===== src/shared/ehtp_regs.vh =====
// register offsets, field positions, reset values and counts for the enhanced timer
`ifndef EHTP_REGS_VH
`define EHTP_REGS_VH

`define EHTP_ADDR_W        8
`define EHTP_OFS_CTRL      8'h00
`define EHTP_OFS_CMPA      8'h04
`define EHTP_OFS_CMPB      8'h08
`define EHTP_OFS_COUNT     8'h0C
`define EHTP_OFS_EVENT     8'h10

`define EHTP_CTRL_RUN      0
`define EHTP_CTRL_ALIGN_LO 1
`define EHTP_CTRL_ALIGN_HI 2
`define EHTP_CTRL_PSRC     3
`define EHTP_CTRL_PCODE_LO 4
`define EHTP_CTRL_PCODE_HI 6
`define EHTP_CTRL_AMODE_LO 7
`define EHTP_CTRL_AMODE_HI 8
`define EHTP_CTRL_BMODE_LO 9
`define EHTP_CTRL_BMODE_HI 10
`define EHTP_CTRL_APF_LO   11
`define EHTP_CTRL_APF_HI   12
`define EHTP_CTRL_BPF_LO   13
`define EHTP_CTRL_BPF_HI   14
`define EHTP_CTRL_AINIT    15
`define EHTP_CTRL_BINIT    16
`define EHTP_CTRL_APOL     17
`define EHTP_CTRL_BPOL     18
`define EHTP_CTRL_TRIG_NEG 19
`define EHTP_CTRL_W        20
`define EHTP_CTRL_RST      20'h00000

`define EHTP_EVT_A         0
`define EHTP_EVT_B         1
`define EHTP_EVT_P         2

`define EHTP_MODE_CAPTURE  2'h1
`define EHTP_MODE_PWM      2'h2
`define EHTP_PF_LOW        2'h0
`define EHTP_PF_HIGH       2'h1
`define EHTP_PF_ACTIVE     2'h2
`define EHTP_PF_SINGLE     2'h3
`define EHTP_ALIGN_CENTRE  2'h3

`define EHTP_EDGE_FULL     11'h400
`define EHTP_CENTRE_HALF   11'h3FF
`define EHTP_CAP_FULL      10'h3FF
`define EHTP_TICK_DIV      1

`endif


===== src/hw/ehtp_timer.v =====
// enhanced timer: pwm, single pulse and capture input modes with an apb register slave
`timescale 1ns/1ps
`include "ehtp_regs.vh"

module ehtp_timer #(
   parameter TICK_DIV = `EHTP_TICK_DIV
) (
   // apb slave
   input  wire                    pclk,
   input  wire                    presetn,
   input  wire                    psel,
   input  wire                    penable,
   input  wire                    pwrite,
   input  wire [`EHTP_ADDR_W-1:0] paddr,
   input  wire [31:0]             pwdata,
   output reg  [31:0]             prdata,
   output wire                    pready,
   output reg                     pslverr,
   // channel pins
   input  wire                    output_a_pin_i,
   output reg                     output_a_pin_o,
   output reg                     output_a_pin_oe,
   input  wire                    output_b_pin_i,
   output reg                     output_b_pin_o,
   output reg                     output_b_pin_oe,
   // trigger pin
   input  wire                    external_trigger_input
);

   ////////////////////////////////////////////////////////////////////////////
   // registers
   reg  [`EHTP_CTRL_W-1:0] ctrl_q;
   reg  [9:0]              cmpa_q;
   reg  [9:0]              cmpb_q;
   reg  [10:0]             cnt_q;
   reg                     down_q;
   reg                     run_prev_q;
   reg                     b_on_q;
   reg  [2:0]              evt_q;
   reg                     pin_a_prev_q;
   reg                     pin_b_prev_q;
   reg                     trig_prev_q;
   reg  [15:0]             div_q;

   wire                    run                 = ctrl_q[`EHTP_CTRL_RUN];
   wire [1:0]              pwm_alignment_select =
      ctrl_q[`EHTP_CTRL_ALIGN_HI:`EHTP_CTRL_ALIGN_LO];
   wire                    period_source_select = ctrl_q[`EHTP_CTRL_PSRC];
   wire [2:0]              period_code = ctrl_q[`EHTP_CTRL_PCODE_HI:`EHTP_CTRL_PCODE_LO];
   wire [1:0]              channel_a_mode_select =
      ctrl_q[`EHTP_CTRL_AMODE_HI:`EHTP_CTRL_AMODE_LO];
   wire [1:0]              channel_b_mode_select =
      ctrl_q[`EHTP_CTRL_BMODE_HI:`EHTP_CTRL_BMODE_LO];
   wire [1:0]              channel_a_pin_function = ctrl_q[`EHTP_CTRL_APF_HI:`EHTP_CTRL_APF_LO];
   wire [1:0]              channel_b_pin_function = ctrl_q[`EHTP_CTRL_BPF_HI:`EHTP_CTRL_BPF_LO];
   wire                    channel_a_initial_level   = ctrl_q[`EHTP_CTRL_AINIT];
   wire                    channel_b_initial_level   = ctrl_q[`EHTP_CTRL_BINIT];
   wire                    channel_a_polarity_invert = ctrl_q[`EHTP_CTRL_APOL];
   wire                    channel_b_polarity_invert = ctrl_q[`EHTP_CTRL_BPOL];
   wire                    trig_negative        = ctrl_q[`EHTP_CTRL_TRIG_NEG];

   ////////////////////////////////////////////////////////////////////////////
   // mode decode
   wire both_mode_pwm = (channel_a_mode_select == `EHTP_MODE_PWM) &&
                        (channel_b_mode_select == `EHTP_MODE_PWM);
   wire single_mode   = both_mode_pwm && (channel_a_pin_function == `EHTP_PF_SINGLE) &&
                        (channel_b_pin_function == `EHTP_PF_SINGLE);
   wire pwm_mode      = both_mode_pwm && !single_mode;
   wire cap_a_mode    = (channel_a_mode_select == `EHTP_MODE_CAPTURE);
   wire cap_b_mode    = (channel_b_mode_select == `EHTP_MODE_CAPTURE);
   wire capture_mode  = cap_a_mode || cap_b_mode;
   wire centre        = (pwm_alignment_select == `EHTP_ALIGN_CENTRE);

   ////////////////////////////////////////////////////////////////////////////
   // timer tick: prescaling is outside this block, a plain divider stands in
   wire tick = (div_q == TICK_DIV[15:0] - 16'h0001);
   always @(posedge pclk or negedge presetn) begin
      if (!presetn) begin
         div_q <= 16'h0000;
      end else if (tick) begin
         div_q <= 16'h0000;
      end else begin
         div_q <= div_q + 16'h0001;
      end
   end

   ////////////////////////////////////////////////////////////////////////////
   // period arithmetic
   wire [10:0] code_x128  = {1'b0, period_code, 7'h00};
   wire [10:0] edge_period = period_source_select ? {1'b0, cmpa_q} :
                             ((period_code == 3'h0) ? `EHTP_EDGE_FULL : code_x128);
   // half period of the up/down ramp; whole period is twice this
   wire [10:0] centre_half = period_source_select ? {1'b0, cmpa_q} :
                             ((period_code == 3'h0) ? `EHTP_CENTRE_HALF : code_x128);
   wire [9:0]  cap_top     = (period_code == 3'h0) ? `EHTP_CAP_FULL :
                             code_x128[9:0];

   wire        run_rise  = run && !run_prev_q;
   wire        edge_wrap = (cnt_q + 11'h001 >= edge_period);
   wire        match_a   = (cnt_q == {1'b0, cmpa_q});
   wire        match_b   = (cnt_q == {1'b0, cmpb_q});
   wire        cap_wrap  = (cnt_q[9:0] == cap_top);

   ////////////////////////////////////////////////////////////////////////////
   // counter
   always @(posedge pclk or negedge presetn) begin
      if (!presetn) begin
         cnt_q  <= 11'h000;
         down_q <= 1'b0;
      end else if (run_rise) begin
         cnt_q  <= 11'h000;
         down_q <= 1'b0;
      end else if (run && tick) begin
         if (single_mode) begin
            cnt_q <= {1'b0, cnt_q[9:0] + 10'h001};           // no period limit
         end else if (capture_mode) begin
            cnt_q <= cap_wrap ? 11'h000 : {1'b0, cnt_q[9:0] + 10'h001};
         end else if (pwm_mode && centre) begin
            // ramp up to the half point, then down; runs even with pins forced
            if (!down_q) begin
               if (cnt_q + 11'h001 >= centre_half) begin
                  down_q <= 1'b1;
               end
               cnt_q <= cnt_q + 11'h001;
            end else if (cnt_q <= 11'h001) begin
               cnt_q  <= 11'h000;
               down_q <= 1'b0;
            end else begin
               cnt_q <= cnt_q - 11'h001;
            end
         end else begin
            cnt_q <= edge_wrap ? 11'h000 : cnt_q + 11'h001;
         end
      end
   end

   ////////////////////////////////////////////////////////////////////////////
   // capture edge detect; pins are taken as synchronous
   function cap_hit;
      input [1:0] pf;
      input       prev;
      input       now;
      begin
         case (pf)
            2'h0:    cap_hit = !prev && now;
            2'h1:    cap_hit = prev && !now;
            2'h2:    cap_hit = prev ^ now;
            default: cap_hit = 1'b0;
         endcase
      end
   endfunction

   wire cap_a = run && cap_a_mode &&
                cap_hit(channel_a_pin_function, pin_a_prev_q, output_a_pin_i);
   wire cap_b = run && cap_b_mode &&
                cap_hit(channel_b_pin_function, pin_b_prev_q, output_b_pin_i);

   wire trig_edge = trig_negative ? (trig_prev_q && !external_trigger_input) :
                                    (!trig_prev_q && external_trigger_input);

   ////////////////////////////////////////////////////////////////////////////
   // events
   // the count is stale on the restart cycle, so no match may be taken from it
   wire run_tick = run && !run_rise && tick;
   wire ev_a = run_tick && (single_mode || pwm_mode) && match_a;
   wire ev_b = run_tick && (single_mode || pwm_mode) && match_b;
   wire ev_p = run_tick && !period_source_select && pwm_mode &&
               (centre ? (down_q && cnt_q == 11'h001) : edge_wrap);
   wire ev_cp = run_tick && capture_mode && cap_wrap;

   wire [2:0] evt_set = {ev_p || ev_cp, ev_b || cap_b, ev_a || cap_a};

   ////////////////////////////////////////////////////////////////////////////
   // apb slave: zero wait, read data captured in the setup cycle
   wire setup   = psel && !penable;
   wire wr_acc  = psel && penable && pwrite;
   wire mapped  = (paddr == `EHTP_OFS_CTRL) || (paddr == `EHTP_OFS_CMPA) ||
                  (paddr == `EHTP_OFS_CMPB) || (paddr == `EHTP_OFS_COUNT) ||
                  (paddr == `EHTP_OFS_EVENT);
   assign pready = 1'b1;

   reg [31:0] rd_mux;
   always @* begin
      case (paddr)
         `EHTP_OFS_CTRL:  rd_mux = {{(32-`EHTP_CTRL_W){1'b0}}, ctrl_q};
         `EHTP_OFS_CMPA:  rd_mux = {22'h0, cmpa_q};
         `EHTP_OFS_CMPB:  rd_mux = {22'h0, cmpb_q};
         `EHTP_OFS_COUNT: rd_mux = {21'h0, cnt_q};
         `EHTP_OFS_EVENT: rd_mux = {29'h0, evt_q};
         default:         rd_mux = 32'h00000000;
      endcase
   end

   always @(posedge pclk or negedge presetn) begin
      if (!presetn) begin
         prdata  <= 32'h00000000;
         pslverr <= 1'b0;
      end else if (setup) begin
         prdata  <= pwrite ? 32'h00000000 : rd_mux;
         pslverr <= !mapped;
      end
   end

   ////////////////////////////////////////////////////////////////////////////
   // control, compare and event registers
   wire wr_ctrl = wr_acc && (paddr == `EHTP_OFS_CTRL);
   wire wr_cmpa = wr_acc && (paddr == `EHTP_OFS_CMPA);
   wire wr_cmpb = wr_acc && (paddr == `EHTP_OFS_CMPB);
   wire wr_evt  = wr_acc && (paddr == `EHTP_OFS_EVENT);

   reg [`EHTP_CTRL_W-1:0] ctrl_d;
   always @* begin
      ctrl_d = wr_ctrl ? pwdata[`EHTP_CTRL_W-1:0] : ctrl_q;
      // hardware set and clear of run win over a software write in the same cycle
      if (single_mode && trig_edge) begin
         ctrl_d[`EHTP_CTRL_RUN] = 1'b1;
      end
      if (single_mode && ev_a) begin
         ctrl_d[`EHTP_CTRL_RUN] = 1'b0;
      end
   end

   always @(posedge pclk or negedge presetn) begin
      if (!presetn) begin
         ctrl_q       <= `EHTP_CTRL_RST;
         cmpa_q       <= 10'h000;
         cmpb_q       <= 10'h000;
         evt_q        <= 3'h0;
         run_prev_q   <= 1'b0;
         pin_a_prev_q <= 1'b0;
         pin_b_prev_q <= 1'b0;
         trig_prev_q  <= 1'b0;
      end else begin
         ctrl_q       <= ctrl_d;
         run_prev_q   <= run;
         pin_a_prev_q <= output_a_pin_i;
         pin_b_prev_q <= output_b_pin_i;
         trig_prev_q  <= external_trigger_input;
         // a capture landing with a software write keeps the captured value
         if (cap_a) begin
            cmpa_q <= cnt_q[9:0];
         end else if (wr_cmpa) begin
            cmpa_q <= pwdata[9:0];
         end
         if (cap_b) begin
            cmpb_q <= cnt_q[9:0];
         end else if (wr_cmpb) begin
            cmpb_q <= pwdata[9:0];
         end
         // write one to clear; a new event in the same cycle stays set
         evt_q <= (evt_q & ~(wr_evt ? pwdata[2:0] : 3'h0)) | evt_set;
      end
   end

   ////////////////////////////////////////////////////////////////////////////
   // single pulse channel B latch
   always @(posedge pclk or negedge presetn) begin
      if (!presetn) begin
         b_on_q <= 1'b0;
      end else if (!run || run_rise) begin
         b_on_q <= 1'b0;
      end else if (single_mode && ev_b) begin
         b_on_q <= 1'b1;
      end
   end

   ////////////////////////////////////////////////////////////////////////////
   // waveform and pins
   // raw activity of each channel before level shaping
   wire [10:0] duty_a = {1'b0, cmpa_q};
   wire [10:0] duty_b = {1'b0, cmpb_q};
   // cnt never reaches the period, so a duty at or above it stays active
   wire pwm_a = run && (cnt_q < duty_a);
   wire pwm_b = run && (cnt_q < duty_b);
   wire sp_a  = run;
   wire sp_b  = run && b_on_q;

   // initial level picks the active level, polarity flips the result
   wire wave_a = ((single_mode ? sp_a : pwm_a) ? channel_a_initial_level :
                  !channel_a_initial_level) ^ channel_a_polarity_invert;
   wire wave_b = ((single_mode ? sp_b : pwm_b) ? channel_b_initial_level :
                  !channel_b_initial_level) ^ channel_b_polarity_invert;

   reg pin_a_d;
   reg pin_b_d;
   always @* begin
      case (channel_a_pin_function)
         `EHTP_PF_LOW:  pin_a_d = 1'b0;
         `EHTP_PF_HIGH: pin_a_d = 1'b1;
         default:       pin_a_d = wave_a;
      endcase
      case (channel_b_pin_function)
         `EHTP_PF_LOW:  pin_b_d = 1'b0;
         `EHTP_PF_HIGH: pin_b_d = 1'b1;
         default:       pin_b_d = wave_b;
      endcase
   end

   // capture channels never drive, so their own pin cannot fake an edge
   always @(posedge pclk or negedge presetn) begin
      if (!presetn) begin
         output_a_pin_o  <= 1'b0;
         output_a_pin_oe <= 1'b0;
         output_b_pin_o  <= 1'b0;
         output_b_pin_oe <= 1'b0;
      end else begin
         output_a_pin_o  <= cap_a_mode ? 1'b0 : pin_a_d;
         output_a_pin_oe <= both_mode_pwm && !cap_a_mode;
         output_b_pin_o  <= cap_b_mode ? 1'b0 : pin_b_d;
         output_b_pin_oe <= both_mode_pwm && !cap_b_mode;
      end
   end

endmodule // ehtp_timer


===== config.mk =====
export PLATFORM = sky130hd
export DESIGN_NAME = ehtp_timer
export DESIGN_NICKNAME = d
export VERILOG_FILES = /design/src/hw/ehtp_timer.v
export VERILOG_INCLUDE_DIRS = /design/src /design/src/shared
export SDC_FILE = /design/constraint.sdc
export NUM_CORES = 1
export LEC_CHECK = 0
export BUFFER_PORTS_ARGS = -buffer_cell sky130_fd_sc_hd__buf_2
export CAP_MARGIN = 40
export CORE_MARGIN = 2
export CORE_UTILIZATION = 50
export CTS_CLUSTER_DIAMETER = 100
export DETAILED_ROUTE_END_ITERATION = 6
export GPL_TIMING_DRIVEN = 0
export HOLD_SLACK_MARGIN = 0.03
export PLACE_DENSITY = 0.71
export SYNTH_ARGS = -nofsm -noshare
export SYNTH_HDL_FRONTEND = slang
export SYNTH_SLANG_ARGS = --single-unit

===== constraint.sdc =====
create_clock -name pclk -period 3.37 [get_ports pclk]
set_input_delay 0.5055 -clock pclk [delete_from_list [all_inputs] [get_ports pclk]]
set_output_delay 0.5055 -clock pclk [all_outputs]
set_load 0.02 [all_outputs]

# Word level (Yosys, flattened, before mapping)
# Index checks and enable logic that the tools add are counted.
[word_totals]
out_inout_bits = 38
reg_bits = 113
inputBits = 48
[classes]
n_reduce_logical = 82
n_eq_ne = 21
bitwise_logic = 7
n_lt_le_gt_ge = 5
mux = 47
addsub = 4
[op_table]
columns = ["operator", "count"]
rows = [
  ["$mux 11", 10],
  ["$pmux 20 s5", 1],
  ["$mux 10", 8],
  ["$logic_and 1x1->1", 43],
  ["$mux 32", 1],
  ["$eq 11x10->1", 2],
  ["$lt 11x10->1", 2],
  ["$mux 1", 21],
  ["$logic_not 1->1", 17],
  ["$add 16x1->16 const B", 1],
  ["$eq 8x4->1 const B", 2],
  ["$logic_not 16->1", 1],
  ["$mux 16", 1],
  ["$eq 2x2->1 const B", 7],
  ["$add 11x1->11 const B", 1],
  ["$eq 11x1->1 const B", 1],
  ["$ge 11x10->1", 1],
  ["$ge 11x11->1", 1],
  ["$le 11x1->1 const B", 1],
  ["$sub 11x1->11 const B", 1],
  ["$add 10x1->10 const B", 1],
  ["$eq 10x10->1", 1],
  ["$logic_or 1x1->1", 10],
  ["$reduce_bool 2->1", 5],
  ["16 further kinds", 26],
]

# Logic depth before layout (Yosys ltp)
# Gate-level depths: netlist (run 1).
[depth]
word_depth = 12
mapped_depth = 13

# Worst setup path after synthesis (run 1)
# Ideal clock, no wire load.
[synth_timing]
kind = "register to register"
start = "register cnt_q[0]"
end = "register cnt_q[4]"
path_slack_ns = 0.442
path_stages_with_launch = 14
synth_period_minus_slack_ns = 2.928
arrival_ns = 2.827
setup_ns = 0.101
cell_sequence = "dfrtp_1 -> buf_2 -> nand3_2 -> or4_4 -> xor2_1 -> inv_1 -> ha_1 -> a21oi_1 -> nand2_1 -> a221oi_2 -> or2_1 -> buf_6 -> a31oi_4 -> o311ai_2"
[synth_via]
elab_chain_cells = 8
word_cells_on_any_way = 15
[synth_lines]
columns = ["element", "line", "source"]
rows = [
  ["from (decl)", "ehtp_timer.v:35", "reg [10:0] cnt_q;"],
  ["from (signal assigned)", "ehtp_timer.v:115", "cnt_q <= {1'b0, cnt_q[9:0] + 10'h001};"],
  ["from (signal assigned)", "ehtp_timer.v:117", "cnt_q <= cap_wrap ? 11'h000 : {1'b0, cnt_q[9:0] + 10'h001};"],
  ["from (signal assigned)", "ehtp_timer.v:124", "cnt_q <= cnt_q + 11'h001;"],
  ["$add 11x1->11 (tied with other cells)", "ehtp_timer.v:99, ehtp_timer.v:124, ehtp_timer.v:132", ""],
  ["$ge 11x11->1 or $mux 11 (tied branches)", "ehtp_timer.v:99, ehtp_timer.v:125", ""],
  ["$mux 11, on equally long branches", "ehtp_timer.v:132, ehtp_timer.v:120", ""],
  ["$mux 11", "ehtp_timer.v:118", "end else if (pwm_mode && centre) begin"],
  ["$mux 11", "ehtp_timer.v:116", "end else if (capture_mode) begin"],
  ["$mux 11 *", "ehtp_timer.v:114", "if (single_mode) begin"],
  ["$mux 11 *", "ehtp_timer.v:113", "end else if (run && tick) begin"],
  ["$mux 11 *", "ehtp_timer.v:110", "end else if (run_rise) begin"],
]
# Every way passes the cells marked *; elsewhere a longest branch is shown, timed or not. The select of a mux whose other input is x is not followed.
# A chain may end at the register's enable or synchronous reset.

# Worst setup path after layout (run 1)
# Same ends and word-level chain as after synthesis.

==> results of run 1 <==
-- cells in the mapped netlist, drive strengths merged, types with 2 or more instances --
master and number:
xnor2 21, and4 5, a2bb2oi 2, nand2b 8
a221oi 5, or3 2, o21ai 27, and2 9
mux2i 26, o41ai 2, nand2 58, o22ai 6
or2 5, a21oi 44, o2111ai 5, nor4 3
nor2b 12, inv 41, a32oi 2, dfrtp 101
ha 46, a22o 17, a21o 4, conb 2
and3 8, mux2 19, nor2 60, nor4b 2
o211ai 5, xor2 11, nor3 16, nand3 22
nand3b 4, nand4 11, buf 24, clkbuf 26
a31oi 5, o21a 5, mux4 10, o311ai 5
-- registers in the layout (all words and copies together) (netlist names), 3 cells and up --
signal,count
ctrl_q,20
prdata,20
div_q,16
cnt_q,11
cmpa_q,10
cmpb_q,10
evt_q,3
-- routing by layer --
layer  up-vias  track usage, %  routed length [um]
li1       2641               -                   -
met1      2813           36.03                7979
met2       236           43.29                8799
met3        27           4.515                1160
met4         0           8.824                 346
met5         -               0                   0
-- worst register-to-register path: stages (launching register included) --
cell and delay, ns:
dfrtp_2 0.41, buf_6 0.17, nand3_4 0.13, or4_4 0.58
xor2_1 0.19, inv_1 0.09, ha_1 0.33, a21oi_1 0.16
nand2_1 0.09, a221oi_2 0.28, or2_1 0.17, buf_6 0.15
a31oi_4 0.12, o311ai_2 0.24
-- metrics by stage --
stage | hold WS [ns] | setup WS, ns
2_1_floorplan | 0.2099 | 0.4420
3_3_place_gp | 0.4555 | 0.06182
3_5_place_dp | 0.4621 | -0.02615
4_1_cts | 0.2431 | 0.01408
5_1_grt | 0.2717 | -0.0001907
6_report | 0.2108 | 0.1648
-- report_power, final --
part           total [mW]  switching [mW]  internal (mW)  leakage, nW
Combinational       0.191           0.117         0.0740         2.30
Sequential           1.23          0.0110           1.22         1.38
Clock                1.05           0.528          0.520        0.141
Total                2.47           0.655           1.82         3.82
-- area by class of cell --
class / count / area share, %
Multi-Input combinational cell: 519 / 49.71
Sequential cell: 101 / 33.28
Timing Repair Buffer: 63 / 4.536
Buffer: 49 / 3.681
Clock buffer: 9 / 2.958
Tap cell: 176 / 2.892
Inverter: 41 / 2.021
Clock inverter: 7 / 0.9203
-- logic make-up (layout without fill, tap and decap cells) --
family	after synthesis	count (layout)	share of synthesized area [%]
AOI/OAI and AO/OA	144	144	14.98
xor gates and xnor gates	32	32	4.419
adders and majority gates	46	46	8.614
buffers and inverters	91	169	6.292
DFF	101	101	37.83
muxes	55	55	10.47
other	2	13	0.1124
and+or+nand+nor	229	229	17.28
-- worst paths after layout --
check / start / depth (start not counted) / slack (ns) / endpoint
max: cnt_q[0] / 13 / 0.16 / cnt_q[4]
min: presetn / 1 / 0.21 / div_q[9]
max reg2reg: cnt_q[0] / 13 / 0.16 / cnt_q[4]
min reg2reg: div_q[15] / 1 / 0.47 / div_q[15]
max in group asynchronous: presetn / 2 / 2.45 / ctrl_q[18]
min in group pclk: external_trigger_input / 1 / 0.28 / trig_prev_q
-- repair_timing --
action,4_1_cts,5_1_grt
buffers inserted,0,2
gates cloned,0,0
gates resized for setup,3,18
endpoints found under the setup margin,2,11
==> results.py, run 1 <==
metrics = {
    "finish": {
        "multi_input_area_um2": 3785,
        "antennaDiodeCount": 0,
        "instances_no_fill": 965,
        "final_common_cell": "dfrtp_1",
        "drive_gt1_share_pct": 20.53,
        "stdcell_area_um2": 7614,
        "utilization_pct": 57.95,
        "final_cell_mix": "dfrtp_1 (96), buf_2 (64), nor2_1 (60), nand2_1 (58), ha_1 (45)",
        "nets": 878,
        "seq_area_um2": 2534,
        "syn_to_final_growth_pct": 13.95,
        "fillCellCount": 1180,
    },
    "sta": {
        "relSlewSlack_pct": 49.21,
        "fin_crit_ns": 3.205,
        "setup_violations": 0,
        "fmax_ghz": 0.3120,
        "worst_slew_pin_slew_ns": 0.7619,
        "min_period_over_period_pct": 95.11,
        "hold_viol": 0,
        "fin_skew_ns": 0.007455,
        "drv_slew": 0,
        "final.setup.tns_ns": 0,
    },
    "cts": {
        "holdBufCountCts": 0,
        "clk_pin_slew_worst_paths_ns": 0.08,
        "h-tree-depth": 3,
        "clockBufferDepth": 2,
        "cts_inserted_buffers": 9,
        "root_buffer": "clkbuf_16",
        "clock-sinks": 101,
        "insertion_delay_ns": 0.36,
        "cts_tree": "built",
    },
    "detailed_routing": {
        "wl_mm": 18.29,
        "firstDrtPassIters": 5,
        "route.detailed.drc": 0,
        "vias": 5717,
        "wl_per_cell_um": 18.95,
        "drtIter0Drc": 497,
        "ant_nets": 0,
        "avgViaCountPerCell": 5.924,
    },
    "floorplan": {
        "die_y_um": 119.6,
        "die_w_um": 119.6,
        "core_area_um2": 13140,
        "rows": 42,
        "initial_utilization_pct": 50.86,
        "design.die.area_um2": 14300,
        "pin_count": 86,
    },
    "yosys": {
        "ys_ff_latch": 101,
        "ys_seq_area_share_pct": 37.83,
        "synth_warnings": 0,
        "postSynthCellCount": 700,
        "syn_avg_cell_area_um2": 9.545,
        "synth-edff-count": 0,
        "netlist_area_um2": 6681,
        "synth_cell_type_count": 70,
        "netlist.area_leader.share_pct": 37.83,
        "synth_area_leaders": "dfrtp_1 (38%), ha_1 (8.6%), mux2i_1 (3.9%)",
        "synth.largest_area_cell": "dfrtp_1",
        "synthFlopType": "dfrtp_1",
        "async_reset_ff_share_pct": 100.0,
    },
    "pwr": {
        "finalPower_mw": 2.472,
        "vdd.ir_drop.worst_mv": 0.2662,
        "cellPowerDensity_nw_per_um2": 324.7,
        "p_leak_nw": 3.819,
    },
    "setup_path": {
        "cp_slowest_stage_delay_ns": 0.58,
        "cp_common_cell": "buf_6",
        "crit_family": "simple AND/OR/NAND/NOR gates",
        "crit_chain": "buf_6, nand3_4, or4_4, xor2_1, inv_1, ha_1, a21oi_1, nand2_1, a221oi_2, or2_1, buf_6, a31oi_4, o311ai_2",
        "crit_slowest_cell": "or4_4",
        "required_ns": 3.64,
        "crit_fanout": 10,
        "critPathKind": "flop to flop",
        "start_kind": "flop",
        "arrival_ns": 3.47,
        "critical_path_buf_inv_count": 3,
        "end_kind": "flop",
    },
    "global_route": {
        "grt_pass1_vias": 5748,
        "grt_pass1_wl_mm": 29.78,
        "grt_start_max_net_pins": 55,
        "antenna_found_initial": 0,
        "grt_usage_pct": 26.54,
        "grt-ovfl-total": 0,
    },
    "status": {
        "status": "finished clean",
    },
    "place": {
        "post_dp_cell_area_um2": 7273,
        "gp_congestion": 0.9481,
        "dp_hpwl_mm": 13.92,
        "dp_cells": 948,
        "portBuffers": 59,
    },
    "min_path": {
        "hp-class": "primary input to asynchronous set/reset pin",
    },
    "flow_run": {
        "maxCapViolations": 0,
    },
}
No activity file was read; power rests on OpenSTA's default activity.
==> inputs of run 2 (changes only) <==
- GPL_TIMING_DRIVEN: 0 -> unset
==> results.py, run 2 (synthesis gave the netlist of run 1 again) <==
metrics = {
    "sta": {
        "setup_violations": 0,
        "min_period_over_period_pct": 92.01,
        "final.setup.tns_ns": 0,
        "fin_crit_ns": 3.101,
        "hold_ws_ns": 0.2438,
        "fin_ws_ns": 0.2693,
        "fin_skew_ns": 0.007297,
        "drv_slew": 0,
        "fmax_ghz": 0.3225,
        "relSlewSlack_pct": 40.54,
        "worst_slew_pin_slew_ns": 0.8895,
        "rsz0062_at_grt": "no",
        "hold_viol": 0,
    },
    "finish": {
        "instances_no_fill": 938,
        "syn_to_final_growth_pct": 11.72,
        "antennaDiodeCount": 0,
        "final_cell_mix": "dfrtp_1 (101), nor2_1 (60), buf_2 (59), nand2_1 (58), ha_1 (46)",
        "multi_input_area_um2": 3775,
        "drive_gt1_share_pct": 19.69,
        "fillCellCount": 1166,
        "reg_top3": "ctrl_q (20), prdata (20), div_q (16)",
        "nets": 851,
        "seq_area_um2": 2527,
        "final_common_cell": "dfrtp_1",
    },
    "floorplan": {
        "die_y_um": 119.6,
        "rows": 42,
        "core_area_um2": 13140,
        "pin_count": 86,
        "initial_utilization_pct": 50.86,
        "design.die.area_um2": 14300,
        "die_w_um": 119.6,
    },
    "cts": {
        "clock-sinks": 101,
        "clockBufferDepth": 2,
        "cts_inserted_buffers": 9,
        "post_cts_buffers": 0,
        "h-tree-depth": 3,
        "root_buffer": "clkbuf_16",
        "insertion_delay_ns": 0.35,
        "clk_pin_slew_worst_paths_ns": 0.07,
        "cts_tree": "built",
        "holdBufCountCts": 0,
        "cts_resized": 0,
    },
    "detailed_routing": {
        "avgViaCountPerCell": 5.945,
        "route.detailed.drc": 12,
        "drtIter0Drc": 442,
        "vias": 5576,
        "ant_nets": 0,
        "wl_per_cell_um": 18.69,
        "firstDrtPassIters": 7,
        "wl_mm": 17.53,
    },
    "global_route": {
        "antenna_found_initial": 0,
        "grt_usage_pct": 25.46,
        "grt_pass1_vias": 5617,
        "grt_pass1_wl_mm": 28.81,
        "grt_start_max_net_pins": 66,
        "grt-ovfl-total": 0,
    },
    "setup_path": {
        "cp_common_cell": "o211ai_1",
        "reg2reg_setup_slack_ns": 0.27,
        "r2r-end": "cnt_q[6]",
        "end_kind": "flop",
        "cp_slowest_stage_delay_ns": 0.40,
        "crit_chain": "buf_4, ha_1, xor2_1, ha_1, o211ai_1, o21ai_0, o211ai_1, o211ai_1, a221oi_2, or2_1, buf_4, nand4_1, o311ai_0",
        "required_ns": 3.61,
        "crit_fanout": 7,
        "ff2ff_path_depth": 13,
        "r2r-start": "cnt_q[0]",
        "critPathKind": "flop to flop",
        "arrival_ns": 3.34,
        "start_kind": "flop",
        "crit_slowest_cell": "dfrtp_1",
    },
    "pwr": {
        "switchingPower_mw": 0.5973,
        "p_int_mw": 1.856,
        "p_comb_share_pct": 7.1,
        "p_leak_nw": 3.772,
        "cellPowerDensity_nw_per_um2": 328.6,
        "p_sw_share_pct": 24.35,
        "finalPower_mw": 2.453,
        "vdd.ir_drop.worst_mv": 0.2676,
        "pwr-share-seq_pct": 50.4,
        "p_clk_share_pct": 42.5,
    },
    "status": {
        "status": "finished with violations",
        "violations": "design-rule violations",
    },
    "place": {
        "dp_cells": 922,
        "pre_cts_ws_ns": 0.3455,
        "portBuffers": 60,
        "gp_congestion": 0.9707,
        "dp_hpwl_mm": 13.05,
    },
    "min_path": {
        "hp-class": "primary input to asynchronous set/reset pin",
    },
    "flow_run": {
        "maxCapViolations": 0,
    },
}
==> run 2: changes by cell type in the layout (fill, tap and decap cells not counted), sizes merged <==
cell / change
clkinv: -3
buf: -2
inv: -1
clkbuf: -21
==> run 2: stage by stage <==
| step | util (%) | instance area [um^2] |
|---|---|---|
| 2_1_floorplan | - | 6723 |
| 3_3_place_gp | 54.55 | 7167 |
| 3_5_place_dp | 54.55 | 7167 |
| 4_1_cts | 56.82 | 7465 |
| 5_1_grt | 56.82 | 7465 |
| 6_report | 56.82 | 7465 |
==> run 2: power by group through the flow <==
stage / combinational [mW] / sequential (mW) / clock (mW)
2_1_floorplan: 0.104 / 1.26 / 0
3_3_place_gp: 0.166 / 1.26 / 0
3_5_place_dp: 0.173 / 1.26 / 0
4_1_cts: 0.174 / 1.24 / 1.07
5_1_grt: 0.194 / 1.24 / 1.12
6_report: 0.174 / 1.24 / 1.04
==> run 2: worst max-delay path by stage <==
stage          depth (start not counted)  endpoint     start
6_report                              13  cnt_q[6]  cnt_q[0]
5_1_grt                               13  cnt_q[6]  cnt_q[0]
4_1_cts                               13  cnt_q[6]  cnt_q[0]
3_5_place_dp                          13  cnt_q[6]  cnt_q[0]
3_3_place_gp                          13  cnt_q[6]  cnt_q[0]
2_1_floorplan                         13  cnt_q[4]  cnt_q[0]
==> run 2: area by class of cell <==
type | count | area share, %
Inverter | 41 | 2.062
Timing Repair Buffer | 85 | 6.571
Sequential cell | 101 | 33.86
Multi-Input combinational cell | 519 | 50.57
Clock inverter | 3 | 0.3688
Clock buffer | 13 | 3.621
Tap cell | 176 | 2.950
==> run 2: per-layer routing <==
layer  up-vias  GRT usage, %  wire, um
met5         -             0         0
met2       210         41.93      8537
met4         0         7.426       301
li1       2588             -         -
met3        28         5.228      1068
met1      2750         34.06      7620
==> run 2: worst max-delay path: cells and delay by family (launching register included) <==
kind,cells,cell delay (ns)
simple gates,2,0.41
xor+xnor,1,0.27
flops,1,0.40
compound gates,6,0.92
fa+ha+maj,2,0.60
buf+inv,2,0.37
